<file path="src/include/smt_pkg.sv">
// smt_pkg: constants and types for the temperature register port
// assumes a 25 MHz system clock and a conversion engine outside the block
package smt_pkg;
    // register map, byte pointer values
    localparam logic [7:0] SMT_ADDR_LOCAL  = 8'h07;
    localparam logic [7:0] SMT_ADDR_REM1   = 8'h01;
    localparam logic [7:0] SMT_ADDR_REM6   = 8'h06;
    localparam logic [7:0] SMT_ADDR_EXT    = 8'h10;
    localparam logic [7:0] SMT_ADDR_CFG    = 8'h41;
    localparam logic [7:0] SMT_PTR_RESET   = 8'h00;
    localparam logic [7:0] SMT_CFG_RESET   = 8'h00;
    localparam int         SMT_CFG_TO_DIS  = 5;
    // result codes
    localparam logic [7:0] SMT_TEMP_MAX    = 8'h7f;
    localparam logic [7:0] SMT_TEMP_ZERO   = 8'h00;
    localparam logic [7:0] SMT_TEMP_FAULT  = 8'hff;
    localparam logic signed [11:0] SMT_MAX_C8 = 12'sh3f8;
    localparam int         SMT_FRAC_BITS   = 3;
    localparam int         SMT_NUM_CHAN    = 7;
    // timing
    localparam int         SMT_CLK_KHZ     = 25000;
    localparam int         SMT_HOLD_TO_US  = 37000;
    localparam int         SMT_HOLD_CYC    = SMT_HOLD_TO_US * SMT_CLK_KHZ / 1000;

    // one finished conversion, temp in 1/8 degree steps, signed
    typedef struct packed {
        logic              valid;
        logic [2:0]        chan;
        logic signed [11:0] temp;
        logic              open_f;
        logic              short_f;
    } smt_conv_type;

    typedef enum logic [3:0] {
        ST_IDLE, ST_ADDR, ST_ACK_ADDR, ST_CMD, ST_ACK_CMD,
        ST_WDATA, ST_ACK_DATA, ST_TX, ST_TX_ACK
    } smt_state_type;
endpackage : smt_pkg

</file>
<file path="src/hw/smt_port.sv">
// smt_port: bus slave register port of a multichannel temperature monitor
// assumes clock/data pins are open drain and resolved outside this module
`timescale 1ns/1ns
module smt_port
    import smt_pkg::*;
#(
    parameter logic [6:0] SLAVE_ADDR  = 7'h4c,
    parameter int         HOLD_CYCLES = SMT_HOLD_CYC
) (
    // clock and reset
    input  wire logic         I_CLK_SYS,
    input  wire logic         I_SYS_RST,
    // bus pins
    input  wire logic         I_SCL,
    input  wire logic         I_SDA,
    output logic              O_SDA_O,
    output logic              O_SDA_OE,
    // conversion results
    input  wire smt_conv_type I_CONV,
    // status
    output logic              O_HOLD
);
    initial begin
        if (HOLD_CYCLES < 1 || HOLD_CYCLES >= (1 << 20))
            $error("HOLD_CYCLES out of range");
    end

    logic [2:0]    scl_sync_reg;
    logic [2:0]    sda_sync_reg;
    logic          scl_reg;
    logic          sda_reg;
    smt_state_type state_reg;
    logic [3:0]    cnt_reg;
    logic [7:0]    sh_reg;
    logic          rw_reg;
    logic [7:0]    ptr_reg;
    logic [7:0]    cfg_reg;
    logic [7:0]    temp_reg [SMT_NUM_CHAN];
    logic [7:0]    ext_reg;
    logic          hold_reg;
    logic [19:0]   hold_cnt_reg;
    logic          oe_reg;
    logic [7:0]    rd_val;

    // one value register per channel; local channel sits at index 0
    function automatic logic [7:0] read_reg(input logic [7:0] a,
                                            input logic [7:0] t [SMT_NUM_CHAN],
                                            input logic [7:0] e,
                                            input logic [7:0] c);
        logic [7:0] r;
        r = 8'h00;
        if (a == SMT_ADDR_LOCAL)
            r = t[0];
        else if (a >= SMT_ADDR_REM1 && a <= SMT_ADDR_REM6)
            r = t[a[2:0]];
        else if (a == SMT_ADDR_EXT)
            r = e;
        else if (a == SMT_ADDR_CFG)
            r = c;
        return r;
    endfunction : read_reg

    // high byte and extended byte of one result
    function automatic logic [15:0] fmt(input smt_conv_type c);
        logic [15:0] r;
        r = {SMT_TEMP_ZERO, 8'h00};
        if (c.open_f || c.short_f)
            r = {SMT_TEMP_FAULT, 8'h00};
        else if (c.temp >= SMT_MAX_C8)
            r = {SMT_TEMP_MAX, 8'h00};
        else if (c.temp > 12'sh000)
            r = {1'b0, c.temp[9:3], c.temp[2:0], 5'h00};
        return r;
    endfunction : fmt

    // pin filter: level moves only when second and third stage agree
    always_ff @(posedge I_CLK_SYS) begin
        if (I_SYS_RST) begin
            scl_sync_reg <= 3'h7;
            sda_sync_reg <= 3'h7;
            scl_reg      <= 1'b1;
            sda_reg      <= 1'b1;
        end else begin
            scl_sync_reg <= {scl_sync_reg[1:0], I_SCL};
            sda_sync_reg <= {sda_sync_reg[1:0], I_SDA};
            if (scl_sync_reg[1] == scl_sync_reg[2])
                scl_reg <= scl_sync_reg[2];
            if (sda_sync_reg[1] == sda_sync_reg[2])
                sda_reg <= sda_sync_reg[2];
        end
    end

    logic scl_new;
    logic sda_new;
    logic scl_rise;
    logic scl_fall;
    logic start_det;
    logic stop_det;
    logic addr_hit;
    logic rd_load;
    logic wr_now;
    assign scl_new   = (scl_sync_reg[1] == scl_sync_reg[2]) ? scl_sync_reg[2]
                                                            : scl_reg;
    assign sda_new   = (sda_sync_reg[1] == sda_sync_reg[2]) ? sda_sync_reg[2]
                                                            : sda_reg;
    assign scl_rise  = scl_new & ~scl_reg;
    assign scl_fall  = ~scl_new & scl_reg;
    assign start_det = scl_reg & scl_new & sda_reg & ~sda_new;
    assign stop_det  = scl_reg & scl_new & ~sda_reg & sda_new;
    assign addr_hit  = (sh_reg[7:1] == SLAVE_ADDR);
    // data loaded for the host: after address ack of a read, or after its ack
    assign rd_load   = scl_fall && rw_reg
                       && (state_reg == ST_ACK_ADDR
                           || (state_reg == ST_TX_ACK && !sda_reg));
    assign wr_now    = scl_fall && state_reg == ST_WDATA && cnt_reg == 4'h8;
    // byte the pointer selects; one decode shared by both load points
    assign rd_val    = read_reg(ptr_reg, temp_reg, ext_reg, cfg_reg);

    // protocol engine; start or stop wins over any phase
    always_ff @(posedge I_CLK_SYS) begin
        if (I_SYS_RST) begin
            state_reg <= ST_IDLE;
            cnt_reg   <= 4'h0;
            sh_reg    <= 8'h00;
            rw_reg    <= 1'b0;
            oe_reg    <= 1'b0;
        end else if (start_det) begin
            state_reg <= ST_ADDR;
            cnt_reg   <= 4'h0;
            oe_reg    <= 1'b0;
        end else if (stop_det) begin
            state_reg <= ST_IDLE;
            oe_reg    <= 1'b0;
        end else begin
            case (state_reg)
                ST_ADDR, ST_CMD, ST_WDATA: begin
                    if (scl_rise && cnt_reg != 4'h8) begin
                        sh_reg  <= {sh_reg[6:0], sda_reg};
                        cnt_reg <= cnt_reg + 4'h1;
                    end else if (scl_fall && cnt_reg == 4'h8) begin
                        cnt_reg <= 4'h0;
                        oe_reg  <= 1'b1;
                        if (state_reg == ST_ADDR) begin
                            rw_reg    <= sh_reg[0];
                            state_reg <= addr_hit ? ST_ACK_ADDR : ST_IDLE;
                            oe_reg    <= addr_hit;
                        end else if (state_reg == ST_CMD)
                            state_reg <= ST_ACK_CMD;
                        else
                            state_reg <= ST_ACK_DATA;
                    end
                end
                ST_ACK_ADDR, ST_ACK_CMD, ST_ACK_DATA: begin
                    if (scl_fall) begin
                        oe_reg <= 1'b0;
                        if (state_reg == ST_ACK_ADDR && rw_reg) begin
                            state_reg <= ST_TX;
                            sh_reg    <= rd_val;
                            oe_reg    <= ~rd_val[7];
                            cnt_reg   <= 4'h1;
                        end else if (state_reg == ST_ACK_ADDR)
                            state_reg <= ST_CMD;
                        else
                            state_reg <= ST_WDATA;
                    end
                end
                ST_TX: begin
                    if (scl_fall) begin
                        if (cnt_reg == 4'h8) begin
                            oe_reg    <= 1'b0;
                            state_reg <= ST_TX_ACK;
                        end else begin
                            oe_reg  <= ~sh_reg[6];
                            sh_reg  <= {sh_reg[6:0], 1'b0};
                            cnt_reg <= cnt_reg + 4'h1;
                        end
                    end
                end
                ST_TX_ACK: begin
                    // host ack asks for the same register again
                    if (scl_fall) begin
                        if (sda_reg)
                            state_reg <= ST_IDLE;
                        else begin
                            state_reg <= ST_TX;
                            sh_reg    <= rd_val;
                            oe_reg    <= ~rd_val[7];
                            cnt_reg   <= 4'h1;
                        end
                    end
                end
                default: state_reg <= ST_IDLE;
            endcase
        end
    end

    // pointer and writable targets
    always_ff @(posedge I_CLK_SYS) begin
        if (I_SYS_RST) begin
            ptr_reg <= SMT_PTR_RESET;
            cfg_reg <= SMT_CFG_RESET;
        end else begin
            if (scl_fall && state_reg == ST_CMD && cnt_reg == 4'h8)
                ptr_reg <= sh_reg;
            if (wr_now && ptr_reg == SMT_ADDR_CFG)
                cfg_reg <= sh_reg;
        end
    end

    // result store; channel one high and low bytes move together
    always_ff @(posedge I_CLK_SYS) begin
        if (I_SYS_RST) begin
            for (int i = 0; i < SMT_NUM_CHAN; i++)
                temp_reg[i] <= SMT_TEMP_ZERO;
            ext_reg <= 8'h00;
        end else if (I_CONV.valid && I_CONV.chan < 3'(SMT_NUM_CHAN)) begin
            if (I_CONV.chan != 3'h1)
                temp_reg[I_CONV.chan] <= fmt(I_CONV)[15:8];
            else if (!hold_reg) begin
                temp_reg[1] <= fmt(I_CONV)[15:8];
                ext_reg     <= fmt(I_CONV)[7:0];
            end
        end
    end

    // hold of channel one high byte, a new extended read restarts it
    always_ff @(posedge I_CLK_SYS) begin
        if (I_SYS_RST) begin
            hold_reg     <= 1'b0;
            hold_cnt_reg <= 20'h00000;
        end else if (rd_load && ptr_reg == SMT_ADDR_EXT) begin
            hold_reg     <= 1'b1;
            hold_cnt_reg <= 20'h00000;
        end else if (hold_reg) begin
            hold_cnt_reg <= hold_cnt_reg + 20'h00001;
            if (rd_load && ptr_reg == SMT_ADDR_REM1)
                hold_reg <= 1'b0;
            else if (!cfg_reg[SMT_CFG_TO_DIS]
                     && hold_cnt_reg == 20'(HOLD_CYCLES - 1))
                hold_reg <= 1'b0;
        end
    end

    assign O_SDA_O  = 1'b0;
    assign O_SDA_OE = oe_reg;
    assign O_HOLD   = hold_reg;

    chk_ptr_reset: assert property (@(posedge I_CLK_SYS)
        I_SYS_RST |=> ptr_reg == SMT_PTR_RESET)
        else $error("pointer not cleared by reset");
    chk_send_only_ptr: assert property (@(posedge I_CLK_SYS)
        disable iff (I_SYS_RST)
        state_reg == ST_ACK_CMD |=> $stable(cfg_reg))
        else $error("command phase altered a register");
    chk_write_store: assert property (@(posedge I_CLK_SYS)
        disable iff (I_SYS_RST)
        wr_now && ptr_reg == SMT_ADDR_CFG |=> cfg_reg == $past(sh_reg))
        else $error("written byte not stored");
    chk_hold_start: assert property (@(posedge I_CLK_SYS)
        disable iff (I_SYS_RST)
        rd_load && ptr_reg == SMT_ADDR_EXT |=> hold_reg ##0 O_HOLD)
        else $error("extended read did not start hold");
    chk_hold_freeze: assert property (@(posedge I_CLK_SYS)
        disable iff (I_SYS_RST)
        hold_reg && I_CONV.valid && I_CONV.chan == 3'h1
        |=> $stable(temp_reg[1]) && $stable(ext_reg))
        else $error("held byte overwritten");
    chk_hold_timeout: assert property (@(posedge I_CLK_SYS)
        disable iff (I_SYS_RST)
        hold_reg && !rd_load && !cfg_reg[SMT_CFG_TO_DIS]
        && hold_cnt_reg == 20'(HOLD_CYCLES - 1) |=> !hold_reg)
        else $error("hold not released at timeout");
    chk_sat_high: assert property (@(posedge I_CLK_SYS)
        disable iff (I_SYS_RST)
        I_CONV.valid && I_CONV.chan == 3'h0 && !I_CONV.open_f
        && !I_CONV.short_f && I_CONV.temp >= SMT_MAX_C8
        |=> temp_reg[0] == SMT_TEMP_MAX)
        else $error("high byte not clamped");
    chk_fault_code: assert property (@(posedge I_CLK_SYS)
        disable iff (I_SYS_RST)
        I_CONV.valid && I_CONV.open_f && I_CONV.chan == 3'h5
        |=> temp_reg[5] == SMT_TEMP_FAULT)
        else $error("fault code missing");
    chk_addr_miss: assert property (@(posedge I_CLK_SYS)
        disable iff (I_SYS_RST)
        state_reg == ST_ADDR && scl_fall && cnt_reg == 4'h8 && !addr_hit
        && !start_det && !stop_det |=> state_reg == ST_IDLE && !O_SDA_OE)
        else $error("foreign address acknowledged");
    chk_read_data: assert property (@(posedge I_CLK_SYS)
        disable iff (I_SYS_RST)
        rd_load && !start_det && !stop_det
        |=> sh_reg == $past(rd_val))
        else $error("wrong register loaded for host");
endmodule : smt_port

</file>
<file path="config.mk">
export PLATFORM = sky130hd
export DESIGN_NAME = smt_port
export DESIGN_NICKNAME = d
export VERILOG_FILES = /design/src/include/smt_pkg.sv /design/src/hw/smt_port.sv
export SDC_FILE = /design/constraint.sdc
export NUM_CORES = 1
export LEC_CHECK = 0
export ABC_AREA = 0
export ABC_CLOCK_PERIOD_IN_PS = 4850
export BUFFER_PORTS_ARGS = -buffer_cell sky130_fd_sc_hd__buf_2
export CAP_MARGIN = 0
export CORE_MARGIN = 1
export CORE_UTILIZATION = 45
export DETAILED_ROUTE_END_ITERATION = 16
export HOLD_SLACK_MARGIN = 0.12
export PLACE_DENSITY = 0.59
export SLEW_MARGIN = 20
export SYNTH_ARGS = -nofsm -noshare
export SYNTH_HDL_FRONTEND = slang
export SYNTH_SLANG_ARGS = --single-unit
</file>
<file path="constraint.sdc">
create_clock -name I_CLK_SYS -period 4.85 [get_ports I_CLK_SYS]
set_clock_uncertainty 0.1 [all_clocks]
set_input_delay 0.485 -clock I_CLK_SYS [delete_from_list [all_inputs] [get_ports I_CLK_SYS]]
set_output_delay 0.485 -clock I_CLK_SYS [all_outputs]
set_load 0.02 [all_outputs]
</file>
## Word-level counts from Yosys, hierarchy flattened

Index checks and enable logic that the tools add are counted.

- Bits in read-only memories: 0
- Bits in writable memories: 0
- Latch bits: 0
- Bits in registers: 127
- Word-level logic and storage cells: 191
- Output and inout port bits: 3
- Memories: 0
- Bits of input ports: 22

- Multiplexer cells: 66
- Div/mod/pow operators: 0
- Multipliers: 0
- Shift operators: 0
- $add $sub $neg: 2
- Equality and inequality tests: 37
- $lt $le $gt $ge: 8
- Reduce and logical (&&, ||, !) cells: 36
- Bitwise logic cells: 20

Operators by type and width:

| kind | number |
|---|---|
| two-way mux 8 bit | 16 |
| two-way mux 16 bit | 5 |
| bitwise mux 56 bit | 1 |
| two-way mux 4 bit | 14 |
| case mux 4 bit (4 select lines) | 2 |
| case mux 8 bit (4 select lines) | 1 |
| != test 4 bit (second input constant) | 7 |
| binary-select mux 8 bit (select 3 bit) | 1 |
| demux 8 bit (select 3 bit) | 1 |
| adder 20 x 1 -> 20 bit (second input constant) | 1 |
| == test 20 bit (second input constant) | 1 |
| != test 2 bit (second input constant) | 10 |
| AND reduction 6 bit | 3 |
| logical AND 1 bit | 17 |
| two-way mux 1 bit | 17 |
| == test 4 x 3 -> 1 bit (second input constant) | 4 |
| two-way mux 15 bit | 1 |
| greater-or-equal comparator 12 x 11 -> 1 bit (second input constant) | 1 |
| > comparator 12 x 1 -> 1 bit (second input constant) | 1 |
| two-way mux 3 bit | 4 |
| NOT 1 bit | 11 |
| AND reduction 10 bit | 1 |
| AND reduction 9 bit | 1 |
| OR reduction 3 bit | 3 |
| other kinds (29) | 45 |

## Longest topological paths before layout

Gate-level depths: netlist (run 1).

- Depth after elaboration: 10
- Gate-level depth with buffers: 9

## Worst setup path after synthesis (run 1)

Ideal clock, no wire load.

- Kind: register to register
- Start: reg cnt_reg[0]
- End: reg cnt_reg[3]
- Library setup time: 0.117 ns
- Period minus slack after synthesis: 2.040 ns
- Arrival time: 1.823 ns
- Stages on the path, launching flop included: 9
- Setup slack: 2.810 ns
- Data required time: 4.633 ns
- Cell sequence: dfxtp_1 > inv_1 > ha_1 > and3b_1 > nor3_1 > or3_1 > and3_1 > o21ai_0 > a32o_1

- Cells in the longest elaborated chain, start to end: 4
- Elaborated cells on any way between the ends: 12
- Classes of those cells: 1 x add/sub; 4 x eq/ne; 4 x mux; 3 x reduce/logical

RTL lines:

| what | RTL line | text |
|---|---|---|
| start: declaration | smt_port.sv:33 | `logic [3:0] cnt_reg;` |
| start signal: assignment | smt_port.sv:139 | `cnt_reg <= cnt_reg + 4'h1;` |
| start signal: assignment | smt_port.sv:175 | `cnt_reg <= cnt_reg + 4'h1;` |
| adder 4 x 1 -> 4 bit (tied with other cells) | smt_port.sv:139, smt_port.sv:175 |  |
| two-way mux 4 bit (tied with other cells) | smt_port.sv:169 | `if (cnt_reg == 4'h8) begin` |
| two-way mux 4 bit (tied with other cells) | smt_port.sv:168 | `if (scl_fall) begin` |
| case mux 4 bit (4 select lines) / AND reduction 9 bit (equally long branches) | -- |  |

Several ways; a longest one is shown, not always the timed one. The select of a mux whose other input is x is not followed.
A chain may end at the register's enable or synchronous reset.

## Worst setup path after layout (run 1)

- Start: reg ptr_reg[0]
- End: reg cfg_reg[7]

- Cells in the longest elaborated chain, start to end: 2

RTL lines:

| what | RTL line | text |
|---|---|---|
| start: declaration | smt_port.sv:36 | `logic [7:0] ptr_reg;` |
| start signal: assignment | smt_port.sv:204 | `ptr_reg <= sh_reg;` |
| == test 8 x 7 -> 1 bit | smt_port.sv:205 | `if (wr_now && ptr_reg == SMT_ADDR_CFG)` |
| logical AND 1 bit | smt_port.sv:205 |  |
| end signal: assignment | smt_port.sv:206 | `cfg_reg <= sh_reg;` |
| end: declaration | smt_port.sv:37 | `logic [7:0] cfg_reg;` |

No other way between the ends.

==> impl_metrics.json, run 1 <==
{
  "avgRoutedWirePerCell_um": 16.09,
  "clk_path_buf_depth": 2,
  "yosysSeqAreaShare": 0.4232,
  "leakagePower_nw": 2.147,
  "rows": 41,
  "initial_core_util": 0.4592,
  "rsz0062_at_grt": "no",
  "num-fill-cells": 1181,
  "async_flop_share": 0,
  "layout.nets": 697,
  "fin_crit_ns": 2.821,
  "dpl.cell_count": 825,
  "cts_buffers": 17,
  "yosys_warnings": 0,
  "cts_sinks": 122,
  "r2r_start": "ptr_reg[0]$_SDFFE_PP0P_",
  "final_common_cell": "nor2_1",
  "num_vias": 4875,
  "drc_errors": 0,
  "synth-main-ff-cell": "dfxtp_1",
  "dp_slack_ns": 2.048,
  "ir_worst_vdd_mv": 0.2418,
  "slew_headroom": 0.3147,
  "final_hold_viol_count": 0,
  "worst_ep_arrival_time_ns": 2.98,
  "synth_area_um2": 5772,
  "worstPathRequired_ns": 5.01,
  "setup_viol": 0,
  "critPathCapture": "cfg_reg[7]$_SDFFE_PP0P_",
  "ctsHoldBuffers": 0,
  "max-cap-violations": 0,
  "grt_max_degree": 86,
  "cts_tree": "yes",
  "tightestPinTransition_ns": 1.024,
  "hold_class": "in2reg",
  "insertion_delay_ns": 0.41,
  "final_cell_mix": "nor2_1, dfxtp_1, a211oi_1",
  "ctsResizeCount": 0,
  "reg2reg_depth": 5,
  "fin_tns_setup_ns": 0,
  "routed_via_density": 5.695,
  "core_um2": 12570,
  "n_antenna_cell": 0,
  "antenna_found_initial": 0,
  "setup_ws_ns": 2.029,
  "drt_iter0_markers": 290,
  "post-dp-hpwl_um": 9457,
  "fmax_ghz": 0.3544,
  "synth-seq-cells": 122,
  "critPathLaunch": "ptr_reg[0]$_SDFFE_PP0P_",
  "firstDrtPassIters": 5,
  "area_growth_pct": 12.94,
  "endpoint_kind": "register",
  "grt_pass1_vias": 4442,
  "root_buffer": "clkbuf_16",
  "slew_viol_final": 0,
  "syn-num-nets": 689,
  "path_clk_slew_ns": 0.05,
  "gr-total-overflow": 0,
  "final_cells": 856,
  "h-tree-depth": 4,
  "die_area_um2": 13280,
  "portBuffers": 23,
  "pin_count": 25,
  "synth_edf_count": 0,
  "avgSynthCellArea_um2": 8.692,
  "status": "completed",
  "start_kind": "register",
  "period_share": 0.5817,
  "netlist-cell-type-count": 61,
  "drive_above_1_share": 0.1199,
  "routed_wirelength_um": 13780,
  "crit_type": "reg2reg",
  "reg2reg_to": "cfg_reg[7]$_SDFFE_PP0P_",
  "gp_congestion": 0.8828,
  "grt_first_pass_wirelength_um": 22560,
  "grt_usage": 0.2207,
  "fin_total_pwr_w": 0.002631,
  "r2r_setup_slack_ns": 2.03,
  "die_y_um": 115.3,
  "post-cts-setup-buffer-count": 0,
  "die_w_um": 115.3,
  "synthCells": 664,
  "largest_reg_flops": 56,
  "power_density_nw_per_um2": 403.6,
  "critPathMaxFanout": 27,
  "ant_nets": 0
}
==> logic make-up after synthesis <==
kind of cell             share of synthesized area
other                                    0.0006497
flip-flops                                  0.4232
AO/OA/AOI/OAI                               0.2018
XOR/XNOR                                   0.02883
buffers and inverters                      0.03577
adder cells (fa/ha/maj)                   0.006504
multiplexers                               0.07587
AND/OR/NAND/NOR                             0.2274
==> report_power, final <==
group / internal [W] / switching, W / total (W)
Sequential: 0.00105 / 0.0000491 / 0.00109
Clock: 0.000736 / 0.000432 / 0.00117
Combinational: 0.000139 / 0.000229 / 0.000369
==> per-layer routing <==
| layer | vias to the layer above | share of wire | track usage |
|---|---|---|---|
| li1 | 2450 | - | - |
| met1 | 2302 | 0.47 | 0.2888 |
| met2 | 102 | 0.47 | 0.3514 |
| met3 | 21 | 0.033 | 0.05324 |
| met4 | 0 | 0.018 | 0.08658 |
| met5 | - | 0 | 0 |
==> Yosys cell counts, types with 4 or more instances <==
cell	count	area, µm²
inv_1	8	30.03
a221o_1	4	40.04
or2_2	7	43.79
buf_2	12	60.06
a21oi_1	29	145.1
buf_4	4	30.03
xnor2_1	8	70.07
or3_1	5	31.28
a211oi_1	63	473.0
nor2b_1	7	43.79
mux2i_1	28	280.3
xor2_1	11	96.34
and3_1	6	37.54
o221ai_1	6	52.55
o2111ai_1	4	35.03
o21bai_1	4	30.03
nand3_1	13	65.06
nand2b_1	10	62.56
o21ai_0	16	80.08
nor3b_1	5	37.54
nor3_1	15	75.07
nand2_1	33	123.9
a22oi_1	5	37.54
nor4_1	8	50.05
o211ai_1	4	30.03
a31oi_1	4	25.02
mux4_2	7	157.7
clkbuf_1	23	86.33
nor2_1	136	510.5
nand3b_1	5	37.54
dfxtp_1	122	2442
nand4_1	10	62.56
==> worst min-delay path by stage <==
stage	slack, ns	endpoint	startpoint	cells after the start
floorplan	0.29	scl_sync_reg[1]$_SDFF_PP1_	scl_sync_reg[0]$_SDFF_PP1_	1
global placement	0.30	sda_sync_reg[1]$_SDFF_PP1_	sda_sync_reg[0]$_SDFF_PP1_	1
detailed placement	0.30	scl_sync_reg[1]$_SDFF_PP1_	scl_sync_reg[0]$_SDFF_PP1_	1
CTS	0.14	scl_sync_reg[0]$_SDFF_PP1_	I_SCL	2
global route	0.15	sda_sync_reg[0]$_SDFF_PP1_	I_SDA	2
finish	0.15	sda_sync_reg[0]$_SDFF_PP1_	I_SDA	2
==> worst max-delay path, cell delays in order (launching register included) <==
cell	delay, ns
dfxtp_1	0.89
or3b_4	0.50
nor3_4	0.37
and4bb_2	0.50
mux2i_1	0.24
nor2_1	0.06
==> per-stage QoR <==
stage	utilization	hold slack [ns]	cell area, µm²
2_1_floorplan	-	0.2895	5772
3_3_place_gp	0.4745	0.2954	5963
3_5_place_dp	0.4748	0.2960	5967
4_1_cts	0.5184	0.1405	6515
5_1_grt	0.5187	0.1457	6519
6_report	0.5187	0.1536	6519
==> layout make-up <==
cell class	count	area [µm²]	area share
Clock buffer	23	478.0	0.07332
Clock inverter	8	70.07	0.01075
Inverter	8	30.03	0.004607
Multi-Input combinational cell	495	3128	0.4798
Sequential cell	122	2445	0.3750
Tap cell	172	215.2	0.03301
Timing Repair Buffer	28	152.6	0.02342
(Power assumes the default switching activity.)
==> inputs of run 2 (changes only) <==
--- a/config.mk
+++ b/config.mk
@@ -5,15 +5,15 @@
 export SDC_FILE = /design/constraint.sdc
 export NUM_CORES = 1
 export LEC_CHECK = 0
-export ABC_AREA = 0
-export ABC_CLOCK_PERIOD_IN_PS = 4850
+export ABC_AREA = 1
+export ABC_CLOCK_PERIOD_IN_PS = 2500
 export BUFFER_PORTS_ARGS = -buffer_cell sky130_fd_sc_hd__buf_2
 export CAP_MARGIN = 0
 export CORE_MARGIN = 1
 export CORE_UTILIZATION = 45
 export DETAILED_ROUTE_END_ITERATION = 16
 export HOLD_SLACK_MARGIN = 0.12
-export PLACE_DENSITY = 0.59
+export PLACE_DENSITY = 0.62
 export SLEW_MARGIN = 20
 export SYNTH_ARGS = -nofsm -noshare
 export SYNTH_HDL_FRONTEND = slang
==> constraint.sdc (replaced) <==
create_clock -name I_CLK_SYS -period 2.5 [get_ports I_CLK_SYS]
set_clock_uncertainty 0.1 [all_clocks]
set_input_delay 0.25 -clock I_CLK_SYS [delete_from_list [all_inputs] [get_ports I_CLK_SYS]]
set_output_delay 0.25 -clock I_CLK_SYS [all_outputs]
set_load 0.02 [all_outputs]
==> run 2 against run 1 <==
Setup slack got worse by 1.6 ns. Combinational power rose to 3.8 times the previous value. Hold slack improved by 0.0096 ns. Die area rose by 9.0%. Total power rose by 120%.
==> impl_metrics.json, run 2 <==
{
  "die_y_um": 120.3,
  "endpoint_kind": "register",
  "path_clk_slew_ns": 0.05,
  "slew_viol_final": 0,
  "hold_class": "in2reg",
  "synth-seq-cells": 122,
  "crit_path_top_delay_cell": "nor3_4",
  "crit_top_cell": "nand2_1",
  "antenna_found_initial": 0,
  "slew_headroom": 0.6047,
  "hold_ws_ns": 0.1632,
  "crit_path_cell_trace": "inv_1 > nand2_1 > nor2_8 > nand2_1 > nor3_4 > nor2_1 > a211oi_1",
  "reg2reg_depth": 7,
  "async_flop_share": 0,
  "synth_edf_count": 0,
  "initial_core_util": 0.4682,
  "seqCellArea_um2": 2442,
  "final_hold_viol_count": 0,
  "yosysSeqAreaShare": 0.3878,
  "layout.nets": 977,
  "post-dp-hpwl_um": 11150,
  "leakagePower_nw": 3.251,
  "yosysMostFrequentCell": "nand2_1",
  "synth-main-ff-cell": "dfxtp_1",
  "start_kind": "register",
  "routed_via_density": 5.249,
  "insertion_delay_ns": 0.42,
  "routed_wirelength_um": 16370,
  "ant_nets": 0,
  "syn-num-nets": 948,
  "pin_count": 25,
  "drt_iter0_markers": 528,
  "avgRoutedWirePerCell_um": 14.39,
  "die_area_um2": 14470,
  "grt_max_degree": 60,
  "setup_ws_ns": 0.3896,
  "portBuffers": 23,
  "core_um2": 13450,
  "critPathMaxFanout": 16,
  "num-fill-cells": 1355,
  "synthCells": 923,
  "final_common_cell": "nand2_1",
  "drive_above_1_share": 0.09677,
  "status": "completed",
  "ctsResizeCount": 0,
  "multi_input_area_um2": 3141,
  "fin_tns_setup_ns": 0,
  "period_share": 0.8442,
  "area_growth_pct": 14.24,
  "final_util": 0.5349,
  "crit_type": "reg2reg",
  "yosys_warnings": 0,
  "power_density_nw_per_um2": 813.7,
  "holdPathStages": 4,
  "rows": 42,
  "max-cap-violations": 0,
  "slowest_delay_ns": 0.52,
  "setup_viol": 0,
  "fmax_ghz": 0.4738,
  "yosysTopAreaCell": "dfxtp_1",
  "avgSynthCellArea_um2": 6.824,
  "gr-total-overflow": 0,
  "final_cells": 1137,
  "dp_slack_ns": 0.3957,
  "synthTopCellsByCount": "nand2_1, inv_1, nor2_1",
  "drc_errors": 0,
  "root_buffer": "clkbuf_16",
  "rsz0062_at_grt": "no",
  "synth_area_um2": 6299,
  "largest_reg_flops": 56,
  "h-tree-depth": 4,
  "gp_congestion": 0.8801,
  "grt_usage": 0.2379,
  "grt_pass1_vias": 5408,
  "cts_tree": "yes",
  "final_cell_mix": "nand2_1, inv_1, nor2_1",
  "synth_top_area_frac": 0.3878,
  "netlist-cell-type-count": 41,
  "cts_sinks": 122,
  "clk_path_buf_depth": 2,
  "die_w_um": 120.3,
  "synth_area_leaders": "dfxtp_1, nand2_1, inv_1, nand3_1, nor2_1",
  "n_antenna_cell": 0,
  "num_vias": 5968,
  "firstDrtPassIters": 4,
  "dpl.cell_count": 1103,
  "ir_worst_vdd_mv": 0.4754,
  "grt_first_pass_wirelength_um": 26950,
  "r2r_setup_slack_ns": 0.39,
  "worstPathRequired_ns": 2.73,
  "tightestPinTransition_ns": 0.5911,
  "fin_crit_ns": 2.110,
  "cts_buffers": 17,
  "worst_ep_arrival_time_ns": 2.34
}
## run 2: cell types whose count changed after synthesis, sizes merged, moves of 7 or more
cell,previous run,this run
inv,8,147
nand2,33,150
nand3,13,104
a211oi,63,8
o211ai,4,50
o21ai,18,51
mux2i,28,0
a21oi,29,53
nand2b,10,0
nand4,10,19
mux4,7,0
nor2b,7,0
nor3,16,9
## run 2: layout make-up
type / count / area share
multi-input combinational: 618 / 0.4364
clock inverter: 4 / 0.006260
sequential: 122 / 0.3394
tap: 176 / 0.03060
clock buffer: 24 / 0.06555
inverter: 148 / 0.07720
timing repair buffer: 45 / 0.04451
## run 2: cells by family (layout without fill, tap and decap cells)
logic type,after synthesis,in the layout,share of synthesized area
simple gates,432,432,0.3115
buf+inv,183,221,0.1136
compound gates,165,165,0.1569
flops,122,122,0.3878
xor+xnor,17,17,0.02364
fa+ha+maj,3,3,0.005960
other cells,1,1,0.0005954
## run 2: layer usage
metal | global-route usage | vias to the layer above | part of all wire
li1 | - | 3084 | -
met1 | 0.3339 | 2729 | 0.51
met2 | 0.3624 | 143 | 0.43
met3 | 0.05377 | 12 | 0.053
met4 | 0.07022 | 0 | 0.0092
met5 | 0 | - | 0
## run 2: repair_timing
item,CTS,global route
hold endpoints to repair,11,0
hold buffers,6,0
buffers inserted,0,0
## run 2: path summary, 6_finish.rpt
check | start | endpoint
max | ptr_reg[2]$_SDFFE_PP0P_ | cfg_reg[6]$_SDFFE_PP0P_
min | I_CONV[1] | temp_reg[47]$_SDFFE_PP0P_
min reg2reg | scl_sync_reg[0]$_SDFF_PP1_ | scl_sync_reg[1]$_SDFF_PP1_
max reg2reg | ptr_reg[2]$_SDFFE_PP0P_ | cfg_reg[6]$_SDFFE_PP0P_
## run 2: stage by stage
step	instance area [µm²]	power, W
floorplan	6299	0.003368
global placement	6619	0.003649
detailed placement	6619	0.003650
CTS	7196	0.005888
global route	7196	0.006193
finish	7196	0.005855
## run 2: power breakdown
part | total [W] | switching (W) | internal [W]
Clock | 0.00221 | 0.000821 | 0.00139
Sequential | 0.00223 | 0.000130 | 0.00210
Combinational | 0.00142 | 0.000961 | 0.000456
Total | 0.00585 | 0.00191 | 0.00394
## run 2: critical path, delay by kind of cell (launching register included)
| family | cells | cell delay [ns] |
|---|---|---|
| and+or+nand+nor | 5 | 1.12 |
| DFF | 1 | 0.35 |
| buffers and inverters | 1 | 0.26 |
| AOI/OAI and AO/OA | 1 | 0.19 |
==> inputs of run 3 (changes only) <==
--- a/config.mk
+++ b/config.mk
@@ -6,7 +6,7 @@
 export NUM_CORES = 1
 export LEC_CHECK = 0
 export ABC_AREA = 1
-export ABC_CLOCK_PERIOD_IN_PS = 2500
+export ABC_CLOCK_PERIOD_IN_PS = 1900
 export BUFFER_PORTS_ARGS = -buffer_cell sky130_fd_sc_hd__buf_2
 export CAP_MARGIN = 0
 export CORE_MARGIN = 1
==> constraint.sdc (replaced) <==
create_clock -name I_CLK_SYS -period 1.9 [get_ports I_CLK_SYS]
set_clock_uncertainty 0.1 [all_clocks]
set_input_delay 0.19 -clock I_CLK_SYS [delete_from_list [all_inputs] [get_ports I_CLK_SYS]]
set_output_delay 0.19 -clock I_CLK_SYS [all_outputs]
set_load 0.02 [all_outputs]
==> run 3 against run 2 <==
Die area unchanged. Combinational power up 44%. Largest power group is now the clock network. Non-clock buffer count up 28. Hold slack worse by 0.017 ns. Clock power up 48%. Register-to-register slack worse by 0.28 ns. First-iteration DRC count down 2.8%. Final cell count up 2.8%. Setup slack worse by 0.28 ns. Sequential share of layout area down 1.8 points. Core utilization up 3.2 points.
==> impl_metrics.json, run 3 (same netlist as run 2, synthesis figures left out) <==
{
  "status": "completed",
  "h-tree-depth": 4,
  "power.switching_w": 0.002644,
  "final_cell_mix": "nand2_1, inv_1, nor2_1",
  "gr-total-overflow": 0,
  "clkPwrFrac": 0.397,
  "crit_path_top_delay_cell": "dfxtp_2",
  "start_kind": "register",
  "routed_wirelength_um": 16170,
  "core_um2": 13450,
  "slowest_delay_ns": 0.32,
  "cts_tree": "yes",
  "final_util": 0.5670,
  "drt_iter0_markers": 513,
  "layout.nets": 1006,
  "insertion_delay_ns": 0.43,
  "antenna_found_initial": 0,
  "area_growth_pct": 21.10,
  "slew_viol_final": 0,
  "max-cap-violations": 0,
  "post-dp-hpwl_um": 11200,
  "p_int_w": 0.005626,
  "grt_max_degree": 75,
  "initial_core_util": 0.4682,
  "crit_top_cell": "buf_4",
  "p_seq_frac": 0.355,
  "worst_ep_arrival_time_ns": 1.99,
  "power_density_nw_per_um2": 1084,
  "p_comb_frac": 0.248,
  "hold_class": "in2reg",
  "setup_viol": 0,
  "clk_path_buf_depth": 2,
  "crit_path_cell_trace": "inv_1 > ha_1 > nand3_2 > nor2_1 > buf_4 > nand4_1 > buf_4 > o21ai_0 > a21oi_1",
  "grt_pass1_vias": 5664,
  "cp.depth": 9,
  "endpoint_kind": "register",
  "die_w_um": 120.3,
  "fin_tns_setup_ns": 0,
  "gp_congestion": 0.8797,
  "root_buffer": "clkbuf_16",
  "n_antenna_cell": 0,
  "fin_crit_ns": 1.787,
  "avgRoutedWirePerCell_um": 13.83,
  "rsz0062_at_grt": "yes",
  "ant_nets": 0,
  "portBuffers": 23,
  "firstDrtPassIters": 8,
  "holdPathStages": 4,
  "largest_reg_flops": 56,
  "path_buf_inv": 3,
  "swShare": 0.3197,
  "cts_buffers": 17,
  "ir_worst_vdd_mv": 0.9430,
  "fin_total_pwr_w": 0.008270,
  "grt_usage": 0.2383,
  "rows": 42,
  "num-fill-cells": 1354,
  "reg2reg_depth": 9,
  "period_share": 0.9407,
  "grt_first_pass_wirelength_um": 27130,
  "crit_type": "reg2reg",
  "fmax_ghz": 0.5595,
  "final_hold_viol_count": 0,
  "critPathMaxFanout": 16,
  "cts_sinks": 122,
  "die_area_um2": 14470,
  "final_common_cell": "nand2_1",
  "drc_errors": 0,
  "path_clk_slew_ns": 0.05,
  "num_vias": 6011,
  "die_y_um": 120.3,
  "pin_count": 25,
  "worstPathRequired_ns": 2.11,
  "drive_above_1_share": 0.1490,
  "leakagePower_nw": 3.455,
  "critPathTopFamily": "buffers and inverters",
  "routed_via_density": 5.142
}
[run 3: path summary, 6_finish.rpt]
kind                         startpoint                    endpoint  slack, ns
max reg2reg     cnt_reg[1]$_SDFFE_PP0P_     ptr_reg[1]$_SDFFE_PP0P_       0.11
min reg2reg  sda_sync_reg[0]$_SDFF_PP1_  sda_sync_reg[1]$_SDFF_PP1_       0.31
max             cnt_reg[1]$_SDFFE_PP0P_     ptr_reg[1]$_SDFFE_PP0P_       0.11
min                           I_SYS_RST  scl_sync_reg[2]$_SDFF_PP1_       0.15
[run 3: final cells by class]
cell class	count	area, µm²	share of cell area
clock inverter	8	117.6	0.01542
sequential	122	2451	0.3214
tap	176	220.2	0.02887
inverter	148	555.5	0.07283
timing repair buffer	73	560.5	0.07349
multi-input combinational	619	3244	0.4254
clock buffer	23	478.0	0.06266
[run 3: stage by stage]
| stage | area [µm²] | setup WS, ns | cells | hold slack [ns] |
|---|---|---|---|---|
| detailed placement | 6832 | 0.05131 | 1128 | 0.2745 |
| floorplan | 6299 | 0.2180 | 923 | 0.1938 |
| CTS | 7507 | 0.01863 | 1167 | 0.1345 |
| finish | 7627 | 0.1126 | 1169 | 0.1463 |
| global placement | 6832 | 0.1002 | 1128 | 0.2736 |
| global route | 7627 | -0.02931 | 1169 | 0.1687 |
[run 3: worst min-delay path, delay by kind of cell]
kind	cells	cell delay, ns
buffers and inverters	3	0.31
and+or+nand+nor	1	0.10
[run 3: layer usage]
layer | up-vias | share of wire | wire length [µm] | track usage
met4 | 0 | 0.013 | 205 | 0.07793
met2 | 140 | 0.44 | 7172 | 0.3642
met5 | - | 0 | 0 | 0
met3 | 16 | 0.052 | 838 | 0.05896
li1 | 3138 | - | - | -
met1 | 2717 | 0.49 | 7948 | 0.3275
[run 3: power by group through the flow]
stage | Combinational (W) | Clock, W | Sequential (W)
2_1_floorplan | 0.00151 | 0 | 0.00292
3_3_place_gp | 0.00186 | 0 | 0.00296
4_1_cts | 0.00191 | 0.00334 | 0.00291
3_5_place_dp | 0.00188 | 0 | 0.00297
5_1_grt | 0.00236 | 0.00348 | 0.00296
6_report | 0.00205 | 0.00328 | 0.00293
[run 3: timing repair]
action / in CTS / in global routing
hold endpoints to repair: 12 / 0
setup buffers: 0 / 1
resized for setup: 0 / 32
hold buffers: 8 / 0
setup endpoints to repair: 0 / 72
